## src/rtl/sdrseq_map.vh

```
/*
 * Timing counts, command encodings and mode word defaults for the SDRAM
 * initialisation and self-refresh sequencer.
 * Assumes a 125 MHz system clock (8 ns period) driving the SDRAM clock.
 */
`ifndef SDRSEQ_MAP_VH
`define SDRSEQ_MAP_VH

`define SDRSEQ_CLK_PERIOD_NS 8
// Power-up stable clock time, in microseconds.
`define SDRSEQ_T_PWRUP_US 200
`define SDRSEQ_T_PWRUP_CYC ((`SDRSEQ_T_PWRUP_US * 1000) / `SDRSEQ_CLK_PERIOD_NS)
// Row active time, slowest grade, in ns, rounded up to cycles.
`define SDRSEQ_T_RAS_NS 42
`define SDRSEQ_T_RAS_CYC \
	((`SDRSEQ_T_RAS_NS + `SDRSEQ_CLK_PERIOD_NS - 1) / `SDRSEQ_CLK_PERIOD_NS)
// Row cycle time, slowest grade, in ns.
`define SDRSEQ_T_RC_NS 63
`define SDRSEQ_T_RC_CYC \
	((`SDRSEQ_T_RC_NS + `SDRSEQ_CLK_PERIOD_NS - 1) / `SDRSEQ_CLK_PERIOD_NS)
// Precharge time, slowest grade, in ns.
`define SDRSEQ_T_RP_NS 21
`define SDRSEQ_T_RP_CYC \
	((`SDRSEQ_T_RP_NS + `SDRSEQ_CLK_PERIOD_NS - 1) / `SDRSEQ_CLK_PERIOD_NS)
// Self-refresh exit: row cycle time plus 1.5 ns input setup, in tenths of ns.
`define SDRSEQ_T_IS_NS10 15
`define SDRSEQ_T_XSR_CYC ((`SDRSEQ_T_RC_NS * 10 + `SDRSEQ_T_IS_NS10 + \
	`SDRSEQ_CLK_PERIOD_NS * 10 - 1) / (`SDRSEQ_CLK_PERIOD_NS * 10))
// Mode register set cycle time, in clocks.
`define SDRSEQ_T_MRD_CYC 2
// Refresh interval, 15.6 us in tenths of us, rounded down to cycles.
`define SDRSEQ_T_REFI_US10 156
`define SDRSEQ_T_REFI_CYC ((`SDRSEQ_T_REFI_US10 * 100) / `SDRSEQ_CLK_PERIOD_NS)
// Clock restart settle time before raising clock-enable, in clocks.
`define SDRSEQ_T_CKSTB_CYC 8
`define SDRSEQ_INIT_REFRESHES 2
`define SDRSEQ_BURST_REFRESHES 4096
`define SDRSEQ_MODE_DEFAULT 12'h032
// Command encodings {cs_n, ras_n, cas_n, we_n}.
`define SDRSEQ_CMD_DESEL 4'h8
`define SDRSEQ_CMD_NOP 4'h7
`define SDRSEQ_CMD_PRECH 4'h2
`define SDRSEQ_CMD_AREF 4'h1
`define SDRSEQ_CMD_MRS 4'h0
`define SDRSEQ_A10_ALLBANKS 10

`endif

```

## src/rtl/sdrseq_ctrl.v

```verilog
/*
 * SDRAM controller side of power-up initialisation, self-refresh entry and
 * exit, and periodic auto-refresh requests.
 * Assumes the SDRAM clock is clk_sys_i gated by sdr_clk_en_o outside.
 */
// Operation
// - Hold clock-enable low, masks high, no-operation while supply ramps.
// - Run stable clock at least 200 us before raising clock-enable.
// - Keep byte masks high while clock-enable rises.
// - Precharge all banks during initialisation.
// - Issue mode register set during initialisation.
// - Issue at least two auto-refresh commands during initialisation.
// - Init auto-refreshes may precede or follow mode register set.
// - Enter self-refresh: select, row, column strobes low, clock-enable low.
// - Wait at least row active time after entry before exiting.
// - Restart clock and let it settle before raising clock-enable.
// - Begin self-refresh exit with chip select high.
// - Wait self-refresh exit time after clock-enable rises before commands.
// - Burst refresh mode: 4096 auto-refreshes before entry and after exit.
// - Exit time equals row cycle time plus input setup time.
// - Row active minimum 40 or 42 ns; same minimum for self-refresh dwell.
// - Wait two clocks after mode register set before next command.
// - Average auto-refresh interval no longer than 15.6 us.
`timescale 1ns/1ns
`include "sdrseq_map.vh"
module sdrseq_ctrl #(
	parameter PWRUP_CYC = `SDRSEQ_T_PWRUP_CYC,
	parameter BURST_CNT = `SDRSEQ_BURST_REFRESHES,
	parameter REFI_CYC = `SDRSEQ_T_REFI_CYC,
	parameter INIT_AREF = `SDRSEQ_INIT_REFRESHES,
	parameter AREF_FIRST = 0,
	parameter [11:0] MODE_WORD = `SDRSEQ_MODE_DEFAULT
) (
	input wire clk_sys_i, // System clock, 125 MHz.
	input wire sys_rst_i, // Asynchronous reset, active high.
	input wire burst_mode_i, // Use burst refresh around self-refresh.
	input wire sr_req_i, // Level: request self-refresh.
	input wire user_cmd_i, // Level: user wants a command slot.
	output wire init_done_o, // Initialisation finished.
	output wire in_sr_o, // Sequencer is in the self-refresh dwell state; low once the exit path starts.
	output wire idle_o, // Ready for user commands.
	output reg sdr_clk_en_o, // Gate for the SDRAM clock.
	output reg sdr_cke_o, // Clock enable pin.
	output reg sdr_cs_n_o, // Chip select, active low.
	output reg sdr_ras_n_o, // Row strobe, active low.
	output reg sdr_cas_n_o, // Column strobe, active low.
	output reg sdr_we_n_o, // Write enable, active low.
	output reg [3:0] sdr_dqm_o, // Byte masks.
	output reg [1:0] sdr_ba_o, // Bank address.
	output reg [11:0] sdr_addr_o // Address.
);
	localparam S_PWRUP = 12'h001;
	localparam S_PRE = 12'h002;
	localparam S_AREF = 12'h004;
	localparam S_MRS = 12'h008;
	localparam S_IDLE = 12'h010;
	localparam S_BPRE = 12'h020;
	localparam S_SRENT = 12'h040;
	localparam S_SRDWL = 12'h080;
	localparam S_SRHLD = 12'h100;
	localparam S_CKRUN = 12'h200;
	localparam S_XSR = 12'h400;
	localparam S_BPOST = 12'h800;
	localparam TW = 16;
	localparam CW = 13;

	reg [11:0] st_q;
	reg [11:0] st_d;
	reg [CW-1:0] aref_q;
	reg [CW-1:0] aref_d;
	reg mrs_done_q;
	reg mrs_done_d;
	reg init_q;
	reg init_d;
	reg [TW-1:0] refi_q;
	reg ref_due_q;
	reg ld;
	reg [TW-1:0] ld_cnt;
	reg [3:0] cmd;
	reg cke_d;
	reg clk_en_d;
	reg dqm_hi;
	reg [11:0] addr_d;
	wire t_done;
	wire [TW-1:0] pwrup_w;

	// The power-up count must fit the timer; 200 us at 125 MHz needs 15 bits.
	assign pwrup_w = PWRUP_CYC[TW-1:0];

	// One shared down-counter times every wait. A state loads it when it issues a command
	// or starts a timed wait, so its done flag means the interval has run out.
	sdrseq_timer #(
		.WIDTH(TW)
	) u_timer (
		.clk_sys_i(clk_sys_i),
		.sys_rst_i(sys_rst_i),
		.load_i(ld),
		.count_i(ld_cnt),
		.done_o(t_done)
	);

	function [TW-1:0] cyc;
		input integer n;
		begin
			cyc = n[TW-1:0];
		end
	endfunction

	always @* begin
		st_d = st_q;
		aref_d = aref_q;
		mrs_done_d = mrs_done_q;
		init_d = init_q;
		ld = 1'b0;
		ld_cnt = {TW{1'b0}};
		cmd = `SDRSEQ_CMD_NOP;
		cke_d = 1'b1;
		clk_en_d = 1'b1;
		dqm_hi = 1'b0;
		addr_d = 12'h000;
		case (st_q)
		S_SRHLD: begin
			// Reset lands here so the long power-up wait is loaded only once.
			cke_d = 1'b0;
			dqm_hi = 1'b1;
			ld = 1'b1;
			ld_cnt = pwrup_w;
			st_d = S_PWRUP;
		end
		S_PWRUP: begin
			cke_d = 1'b0;
			dqm_hi = 1'b1;
			if (t_done) begin
				// Masks stay high as clock-enable rises so data pins stay off.
				cke_d = 1'b1;
				st_d = S_PRE;
			end
		end
		S_PRE: begin
			dqm_hi = 1'b1;
			if (t_done) begin
				cmd = `SDRSEQ_CMD_PRECH;
				addr_d[`SDRSEQ_A10_ALLBANKS] = 1'b1;
				ld = 1'b1;
				ld_cnt = cyc(`SDRSEQ_T_RP_CYC);
				aref_d = {CW{1'b0}};
				st_d = (AREF_FIRST != 0) ? S_AREF : S_MRS;
			end
		end
		S_AREF: begin
			dqm_hi = 1'b1;
			if (t_done) begin
				if (aref_q < INIT_AREF[CW-1:0]) begin
					cmd = `SDRSEQ_CMD_AREF;
					aref_d = aref_q + {{(CW-1){1'b0}}, 1'b1};
					ld = 1'b1;
					ld_cnt = cyc(`SDRSEQ_T_RC_CYC);
				end else if (!mrs_done_q) begin
					st_d = S_MRS;
				end else begin
					init_d = 1'b1;
					st_d = S_IDLE;
				end
			end
		end
		S_MRS: begin
			dqm_hi = 1'b1;
			if (t_done) begin
				cmd = `SDRSEQ_CMD_MRS;
				addr_d = MODE_WORD;
				mrs_done_d = 1'b1;
				ld = 1'b1;
				ld_cnt = cyc(`SDRSEQ_T_MRD_CYC);
				st_d = (aref_q < INIT_AREF[CW-1:0]) ? S_AREF : S_IDLE;
				init_d = (aref_q >= INIT_AREF[CW-1:0]);
			end
		end
		S_IDLE: begin
			// A due refresh goes ahead of a self-refresh request.
			if (t_done) begin
				if (ref_due_q) begin
					cmd = `SDRSEQ_CMD_AREF;
					ld = 1'b1;
					ld_cnt = cyc(`SDRSEQ_T_RC_CYC);
				end else if (sr_req_i) begin
					aref_d = {CW{1'b0}};
					st_d = burst_mode_i ? S_BPRE : S_SRENT;
				end
			end
		end
		S_BPRE, S_BPOST: begin
			if (t_done) begin
				if (aref_q < BURST_CNT[CW-1:0]) begin
					cmd = `SDRSEQ_CMD_AREF;
					aref_d = aref_q + {{(CW-1){1'b0}}, 1'b1};
					ld = 1'b1;
					ld_cnt = cyc(`SDRSEQ_T_RC_CYC);
				end else begin
					st_d = (st_q == S_BPRE) ? S_SRENT : S_IDLE;
				end
			end
		end
		S_SRENT: begin
			// Clock-enable falls with the refresh command; the pair is entry.
			if (t_done) begin
				cke_d = 1'b0;
				cmd = `SDRSEQ_CMD_AREF;
				ld = 1'b1;
				ld_cnt = cyc(`SDRSEQ_T_RAS_CYC);
				st_d = S_SRDWL;
			end
		end
		S_SRDWL: begin
			cke_d = 1'b0;
			// The memory clock stops here to save power; the exit path
			// restarts it and lets it settle before clock-enable rises.
			clk_en_d = 1'b0;
			if (t_done && !sr_req_i) begin
				ld = 1'b1;
				ld_cnt = cyc(`SDRSEQ_T_CKSTB_CYC);
				st_d = S_CKRUN;
			end
		end
		S_CKRUN: begin
			cke_d = 1'b0;
			// Deselect rather than no-operation, so exit starts with select high.
			cmd = `SDRSEQ_CMD_DESEL;
			if (t_done) begin
				cke_d = 1'b1;
				ld = 1'b1;
				ld_cnt = cyc(`SDRSEQ_T_XSR_CYC);
				st_d = S_XSR;
			end
		end
		S_XSR: begin
			cmd = `SDRSEQ_CMD_DESEL;
			if (t_done) begin
				aref_d = {CW{1'b0}};
				st_d = burst_mode_i ? S_BPOST : S_IDLE;
			end
		end
		default: begin
			st_d = S_PWRUP;
		end
		endcase
	end

	// Reset leaves the pins as during supply ramp: masks high, no-operation.
	always @(posedge clk_sys_i or posedge sys_rst_i) begin
		if (sys_rst_i) begin
			st_q <= S_SRHLD;
			aref_q <= {CW{1'b0}};
			mrs_done_q <= 1'b0;
			init_q <= 1'b0;
			sdr_clk_en_o <= 1'b1;
			sdr_cke_o <= 1'b0;
			{sdr_cs_n_o, sdr_ras_n_o, sdr_cas_n_o, sdr_we_n_o} <= 4'h7;
			sdr_dqm_o <= 4'hF;
			sdr_ba_o <= 2'h0;
			sdr_addr_o <= 12'h000;
		end else begin
			st_q <= st_d;
			aref_q <= aref_d;
			mrs_done_q <= mrs_done_d;
			init_q <= init_d;
			sdr_clk_en_o <= clk_en_d;
			sdr_cke_o <= cke_d;
			{sdr_cs_n_o, sdr_ras_n_o, sdr_cas_n_o, sdr_we_n_o} <= cmd;
			sdr_dqm_o <= dqm_hi ? 4'hF : 4'h0;
			sdr_ba_o <= 2'h0;
			sdr_addr_o <= addr_d;
		end
	end

	// Periodic refresh counter. It is cleared outside idle, so the first
	// refresh after init or exit comes one full interval later. Requests
	// are raised a few cycles early to absorb a wait for a busy timer,
	// which keeps the average interval inside the limit.
	always @(posedge clk_sys_i or posedge sys_rst_i) begin
		if (sys_rst_i) begin
			refi_q <= {TW{1'b0}};
			ref_due_q <= 1'b0;
		end else if (!init_q || st_q != S_IDLE) begin
			refi_q <= {TW{1'b0}};
			ref_due_q <= 1'b0;
		end else if (ld) begin
			ref_due_q <= 1'b0;
		end else if (refi_q >= REFI_CYC[TW-1:0] - 16'h0008) begin
			ref_due_q <= 1'b1;
			refi_q <= {TW{1'b0}};
		end else begin
			refi_q <= refi_q + 16'h0001;
		end
	end

	assign init_done_o = init_q;
	assign in_sr_o = (st_q == S_SRDWL);
	assign idle_o = init_q && (st_q == S_IDLE) && t_done && !ref_due_q
		&& !sr_req_i && user_cmd_i;
endmodule // sdrseq_ctrl

```

## src/rtl/sdrseq_timer.v

```verilog
/*
 * Down-counting wait timer for the sequencer.
 * Assumes the loader pulses load_i for one cycle with a nonzero count.
 */
`timescale 1ns/1ns
module sdrseq_timer #(
	parameter WIDTH = 16
) (
	input wire clk_sys_i, // System clock.
	input wire sys_rst_i, // Asynchronous reset, active high.
	input wire load_i, // Load a new count.
	input wire [WIDTH-1:0] count_i, // Cycles to wait.
	output wire done_o // Count has run out.
);
	reg [WIDTH-1:0] cnt_q;

	always @(posedge clk_sys_i or posedge sys_rst_i) begin
		if (sys_rst_i) begin
			cnt_q <= {WIDTH{1'b0}};
		end else if (load_i) begin
			cnt_q <= count_i - {{(WIDTH-1){1'b0}}, 1'b1};
		end else if (cnt_q != {WIDTH{1'b0}}) begin
			cnt_q <= cnt_q - {{(WIDTH-1){1'b0}}, 1'b1};
		end
	end

	// Done is a plain decode of the count. Gating it with the load would
	// close a loop, since every sequencer load but the one in S_SRHLD waits on done.
	assign done_o = (cnt_q == {WIDTH{1'b0}});
endmodule // sdrseq_timer

```

## config.mk

```make
export PLATFORM = sky130hd
export DESIGN_NAME = sdrseq_ctrl
export DESIGN_NICKNAME = d
export VERILOG_FILES = /design/src/rtl/sdrseq_ctrl.v /design/src/rtl/sdrseq_timer.v
export VERILOG_INCLUDE_DIRS = /design/src /design/src/rtl
export SDC_FILE = /design/constraint.sdc
export NUM_CORES = 1
export LEC_CHECK = 0
export ABC_AREA = 1
export BUFFER_PORTS_ARGS = -buffer_cell sky130_fd_sc_hd__buf_2
export CAP_MARGIN = 20
export CORE_UTILIZATION = 45
export DETAILED_ROUTE_END_ITERATION = 16
export SLEW_MARGIN = 20
export SYNTH_ARGS = -nofsm -noshare
export SYNTH_HDL_FRONTEND = slang
export SYNTH_HIERARCHICAL = 1
export SYNTH_SLANG_ARGS = --single-unit
```

## constraint.sdc

```tcl
create_clock -name clk_sys_i -period 6.4 [get_ports clk_sys_i]
set_clock_uncertainty 0.05 [all_clocks]
set_input_delay 0.32 -clock clk_sys_i [delete_from_list [all_inputs] [get_ports clk_sys_i]]
set_output_delay 0.32 -clock clk_sys_i [all_outputs]
set_load 0.02 [all_outputs]
```

==> impl_metrics.yaml, run 1 <==
layout:
  antenna_cells: 0
  mostFrequentLayoutCells: "nand2_1, inv_1, nor2_1"
  nFillCells: 1047
  final_util_pct: 49.54
  final_layout_size_suffix_gt1_share_pct: 13.99
  final_common_cell: "nand2_1"
  nets: 728
  fin_area_mm2: 0.005069
  syn_to_final_growth_pct: 7.311
clock_network:
  clock_sinks: 69
  tritoncts: "done"
  cts_resized: 0
  clkSlewWorstSetupHoldPaths_ns: 0.07
  clk_path_buf_depth: 2
  cts-htree-levels: 3
  clock-root-buffer: "clkbuf_8"
  cts_buffers: 9
  clk_latency_ns: 0.36
  cts_setup_buffers: 0
  hold_buffers: 0
grt:
  grt_max_degree: 54
  grt_usage_pct: 21.62
  grt_pass1_wl_um: 18710
  grt.overflow.total: 0
  grt_pass1_vias: 3937
  antenna_found_initial: 0
sta:
  setup_viol: 0
  relSlewSlack_pct: 40.76
  maxSlewViolCount: 0
  fmax_mhz: 270.6
  worst-slew-pin-transition_ns: 0.8853
  finalCriticalPeriod_ns: 3.696
  setup_tns_ns: 0
  hold_viol: 0
  grt_setup_unrepaired: "no"
  fin_crit_sh_pct: 57.75
worst_setup_path:
  crit_start: "u_timer/cnt_q[12]"
  crit_top_cell: "nand2_1"
  crit_required_ns: 6.55
  critical_path_class: "flip-flop to flip-flop"
  r2r-start: "u_timer/cnt_q[12]"
  cp.arrival_ns: 3.85
  crit_chain: "nor2_1, nand3_1, nor2_1, nand2_1, inv_1, inv_1, nor2_1, nand2_1, nand2_1, nor2_1, nand3_4, inv_2, nand2_1, nand2_1, nor2_1, nand2_1, nor2_1, nand2_1, nand2_1, a21oi_1"
  path_delay_family: "simple AND/OR/NAND/NOR gates"
  cpPeakStageDelay_ns: 0.38
  cp-end-kind: "flip-flop"
  crit_slowest_cell: "dfrtp_1"
  worst-path-buf-inv: 3
  path_max_fanout: 27
  startpoint_type: "flip-flop"
floorplanning:
  pin_count: 32
  dieArea_mm2: 0.01091
  start_util_pct: 46.17
  fp.dieH_um: 104.5
  core-area_mm2: 0.01023
  fp-row-count: 37
  die_w_um: 104.5
min_path:
  hp-class: "input port to async pin"
detailed_routing:
  wl_per_cell_um: 12.52
  drtIter0Drc: 208
  ant_nets: 0
  firstDrtPassIters: 6
  wl_um: 10740
  vias_per_cell: 4.911
  vias: 4214
  drc: 0
yosys:
  synth_area_mm2: 0.004723
  synth_area_per_cell_um2: 6.855
  synth_cell_types: 42
  synth_warnings: 6
  synth_area_leaders: "dfrtp_1, nand2_1, inv_1"
  yosysSeqAreaShare_pct: 36.72
  netlist_instances: 689
  yosys.area.top_type: "dfrtp_1"
  synth-seq-cells: 69
  synth_top_area_share_pct: 33.38
placement:
  place_hpwl_um: 8114
  io_buffers: 21
  place_area_mm2: 0.004910
  globalplace.congestion: 0.9042
power_and_ir_drop:
  p_per_area_mw_per_mm2: 309.5
  power_mw: 1.569
  ir_drop_mv: 0.1683
  p_leak_nw: 2.622
run:
  cap_violations: 0
status:
  status: "complete, no violations"
[final cells by class]
type                            instances  area, um2  area share, %
Clock buffer                           13      148.9          2.938
Sequential cell                        69       1734          34.21
Inverter                              106      397.9          7.850
Tap cell                              136      170.2          3.357
Clock inverter                          2      10.01         0.1975
Multi-Input combinational cell        510       2495          49.22
Timing Repair Buffer                   22      112.6          2.222
[worst paths after layout]
path	endpoint	slack, ns	depth (start not counted)
max	u_timer/cnt_q[14]	2.70	20
min	u_timer/cnt_q[14]	0.009	2
max reg2reg	u_timer/cnt_q[14]	2.70	20
min reg2reg	refi_q[13]	0.45	2
max in group asynchronous	st_q[5]	5.74	3
min in group clk_sys_i	st_q[6]	0.27	4
[cells in the mapped netlist]
cell type	n
a21oi_2	1
nand2_2	13
o22ai_1	1
nand3_1	50
nor2_8	1
clkinv_1	3
nand3_2	3
nand2b_1	1
ha_1	5
buf_2	2
dfrtp_1	63
nand2_4	4
dfstp_2	6
inv_2	5
a32oi_1	1
o211ai_1	3
a211oi_1	2
o21ai_0	24
nor2b_1	1
nor2_2	9
nor3_4	1
or2_2	5
inv_1	98
nor2_4	4
nor3_1	12
o21ai_1	7
nor2_1	88
a21oi_1	22
nand3_4	2
conb_1	1
clkbuf_1	3
o21ai_2	9
nor4_1	2
nand2_1	191
nand3b_1	3
nand4_1	15
xor2_1	6
buf_4	15
a221oi_1	1
nand3b_2	1
buf_6	3
nor3_2	2
[worst register-to-register path, delay by kind of cell (launching register included)]
family | cells | cell delay (ns)
simple gates | 16 | 2.13
compound gates | 1 | 0.06
flops | 1 | 0.38
buf+inv | 3 | 0.92
[routing by layer]
metal  vias to the layer above  GRT usage, %  wire (um)
li1                       2188             -          -
met1                      1922         30.15       5346
met2                        90         32.92       4743
met3                        14         4.261        459
met4                         0         8.367        194
met5                         -             0          0
[state kept, by name, indices dropped and copies added, names as in the netlist, 2 cells and up]
register,count
aref_q,13
refi_q,16
sdr_addr_o,2
st_q,12
u_timer/cnt_q,16
[kinds of logic (layout without fill, tap and decap cells)]
group	Yosys count	in the layout	synth area share (%)
adder cells (fa/ha/maj)	5	5	1.325
XOR/XNOR	6	6	1.113
other	1	20	0.07939
flip-flops	69	69	36.72
AND/OR/NAND/NOR	408	408	40.03
buffers and inverters	129	143	11.97
AO/OA/AOI/OAI	71	71	8.768
[where the power goes]
group | switching (mW) | leakage (nW) | internal, mW | total [mW]
sequential | 0.0566 | 0.894 | 0.522 | 0.578
clock | 0.164 | 0.0833 | 0.148 | 0.312
combinational | 0.467 | 1.64 | 0.212 | 0.678
total | 0.687 | 2.62 | 0.882 | 1.57
[metrics by stage]
step | hold WS (ns) | setup slack (ns) | cells
CTS | 0.02021 | 2.731 | 858
finish | 0.009138 | 2.704 | 858
global route | 0.05666 | 2.306 | 858
floorplan | 0.1837 | 3.866 | 708
detailed placement | 0.4143 | 2.770 | 843
global placement | 0.4179 | 2.825 | 843
Power figures use the tool's default switching activity.
==> run 2, diff against run 1 <==
- clock period: 6.4 -> 3.8 ns (I/O delays scaled with it)
==> run 2 against run 1 <==
Fmax rose by 16%. Die area did not move. Count of clock-buffer cells in the layout fell by 1. Routed wire length rose by 3.3%. Combinational power rose by 70%. Worst hold slack improved by 0.16 ns. Clock power rose by 120%. Critical endpoint is now u_timer/cnt_q[12].
==> impl_metrics.yaml, run 2 (same netlist as run 1, synthesis figures left out) <==
status:
  status: "complete, no violations"
clock_network:
  clk_path_buf_depth: 2
  cts_resized: 0
  clock_sinks: 69
  tritoncts: "done"
  cts_buffers: 9
  clkSlewWorstSetupHoldPaths_ns: 0.07
  cts-htree-levels: 3
  clk_latency_ns: 0.37
  clock-root-buffer: "clkbuf_8"
power_and_ir_drop:
  p_leak_nw: 2.675
  ir_drop_mv: 0.3133
  p_per_area_mw_per_mm2: 543.5
floorplanning:
  start_util_pct: 46.17
  core-area_mm2: 0.01023
  fp.dieH_um: 104.5
  pin_count: 32
  dieArea_mm2: 0.01091
  fp-row-count: 37
  die_w_um: 104.5
placement:
  globalplace.congestion: 0.9027
  place_area_mm2: 0.004932
  pre_cts_slack_ns: 0.6202
  io_buffers: 21
  place_hpwl_um: 8453
sta:
  grt_setup_unrepaired: "no"
  fmax_mhz: 312.6
  hold_slack_ns: 0.1671
  setup_tns_ns: 0
  hold_viol: 0
  timing.final.ws_setup_ns: 0.6010
  finalCriticalPeriod_ns: 3.199
  fin_crit_sh_pct: 84.18
  relSlewSlack_pct: 55.48
  maxSlewViolCount: 0
  setup_viol: 0
  worst-slew-pin-transition_ns: 0.6670
detailed_routing:
  ant_nets: 0
  vias: 4294
  wl_per_cell_um: 12.85
  firstDrtPassIters: 4
  wl_um: 11090
  drc: 0
  vias_per_cell: 4.976
  drtIter0Drc: 196
layout:
  final_common_cell: "nand2_1"
  fin_area_mm2: 0.005167
  top_regs: "refi_q: 16 flops, u_timer/cnt_q: 16 flops, aref_q: 13 flops"
  antenna_cells: 0
  nets: 732
  mostFrequentLayoutCells: "nand2_1, inv_1, nor2_1"
  final_layout_size_suffix_gt1_share_pct: 14.72
  syn_to_final_growth_pct: 9.404
worst_setup_path:
  startpoint_type: "flip-flop"
  critical_path_class: "flip-flop to flip-flop"
  cp.arrival_ns: 3.44
  crit_required_ns: 4.04
  cp-end-kind: "flip-flop"
  path_max_fanout: 27
grt:
  grt.overflow.total: 0
  grt_pass1_vias: 3979
  grt_max_degree: 31
  antenna_found_initial: 0
  grt_pass1_wl_um: 18960
  grt_usage_pct: 22.29
run:
  cap_violations: 0
min_path:
  hp-class: "input port to flip-flop"
## run 2: cell count changes in the layout (fill, tap and decap cells not counted), sizes merged
cell | previous run | this run
bufinv | 0 | 2
buf | 22 | 25
dlygate4sd3 | 0 | 1
clkbuf | 13 | 12
## run 2: critical path: stages (launching register included)
cell and delay (ns):
dfrtp_1 0.39, nor2_1 0.12, nand3_1 0.12, nor2_1 0.12
nand2_1 0.08, inv_1 0.07, inv_1 0.05, nor2_1 0.31
nand2_1 0.19, nand2_1 0.10, nor2_1 0.06, nand3_4 0.28
inv_2 0.23, nand2_1 0.12, nand2_1 0.11, ha_1 0.25
nand2_1 0.13, inv_1 0.10, nand2_1 0.08, nand2_1 0.05
a21oi_1 0.12
## run 2: path summary, 6_finish.rpt
| check | startpoint | endpoint | slack [ns] | depth (start not counted) |
|---|---|---|---|---|
| hold / removal | burst_mode_i | st_q[5] | 0.17 | 5 |
| setup reg to reg | u_timer/cnt_q[12] | u_timer/cnt_q[12] | 0.60 | 20 |
| setup / recovery | u_timer/cnt_q[12] | u_timer/cnt_q[12] | 0.60 | 20 |
| min in group asynchronous | sys_rst_i | refi_q[6] | 0.35 | 3 |
| max in group asynchronous | sys_rst_i | sdr_ras_n_o | 2.51 | 4 |
| hold reg to reg | refi_q[11] | refi_q[11] | 0.44 | 2 |
## run 2: final cells by class
| class | count | area (um2) |
|---|---|---|
| Tap cell | 136 | 170.2 |
| Sequential cell | 69 | 1734 |
| Fill cell | 1065 | 5064 |
| Inverter | 106 | 397.9 |
| Clock inverter | 4 | 70.07 |
| Multi-Input combinational cell | 510 | 2495 |
| Clock buffer | 12 | 155.1 |
| Timing Repair Buffer | 26 | 145.1 |
## run 2: routing by layer
| metal | global-route usage [%] | part of all wire, % | vias to the layer above |
|---|---|---|---|
| li1 | - | - | 2196 |
| met1 | 30.51 | 49 | 1995 |
| met2 | 34.39 | 45 | 89 |
| met3 | 5.639 | 4.1 | 14 |
| met4 | 7.041 | 1.2 | 0 |
| met5 | 0 | 0 | - |
## run 2: where the power goes
| group | internal, mW | total (mW) | switching (mW) |
|---|---|---|---|
| combinational | 0.357 | 1.15 | 0.789 |
| sequential | 0.878 | 0.973 | 0.0945 |
| clock | 0.403 | 0.690 | 0.287 |
## run 2: metrics by stage
step	cells	power [mW]	utilization, %
floorplan	708	1.896	-
global placement	846	2.109	48.21
detailed placement	846	2.123	48.21
CTS	863	2.829	50.51
global route	863	3.048	50.51
finish	863	2.809	50.51
## run 2: repair_timing
item / in CTS / in global routing
buffers inserted: 0 / 0
endpoints found under the hold margin: 39 / 0
hold buffers: 1 / 0
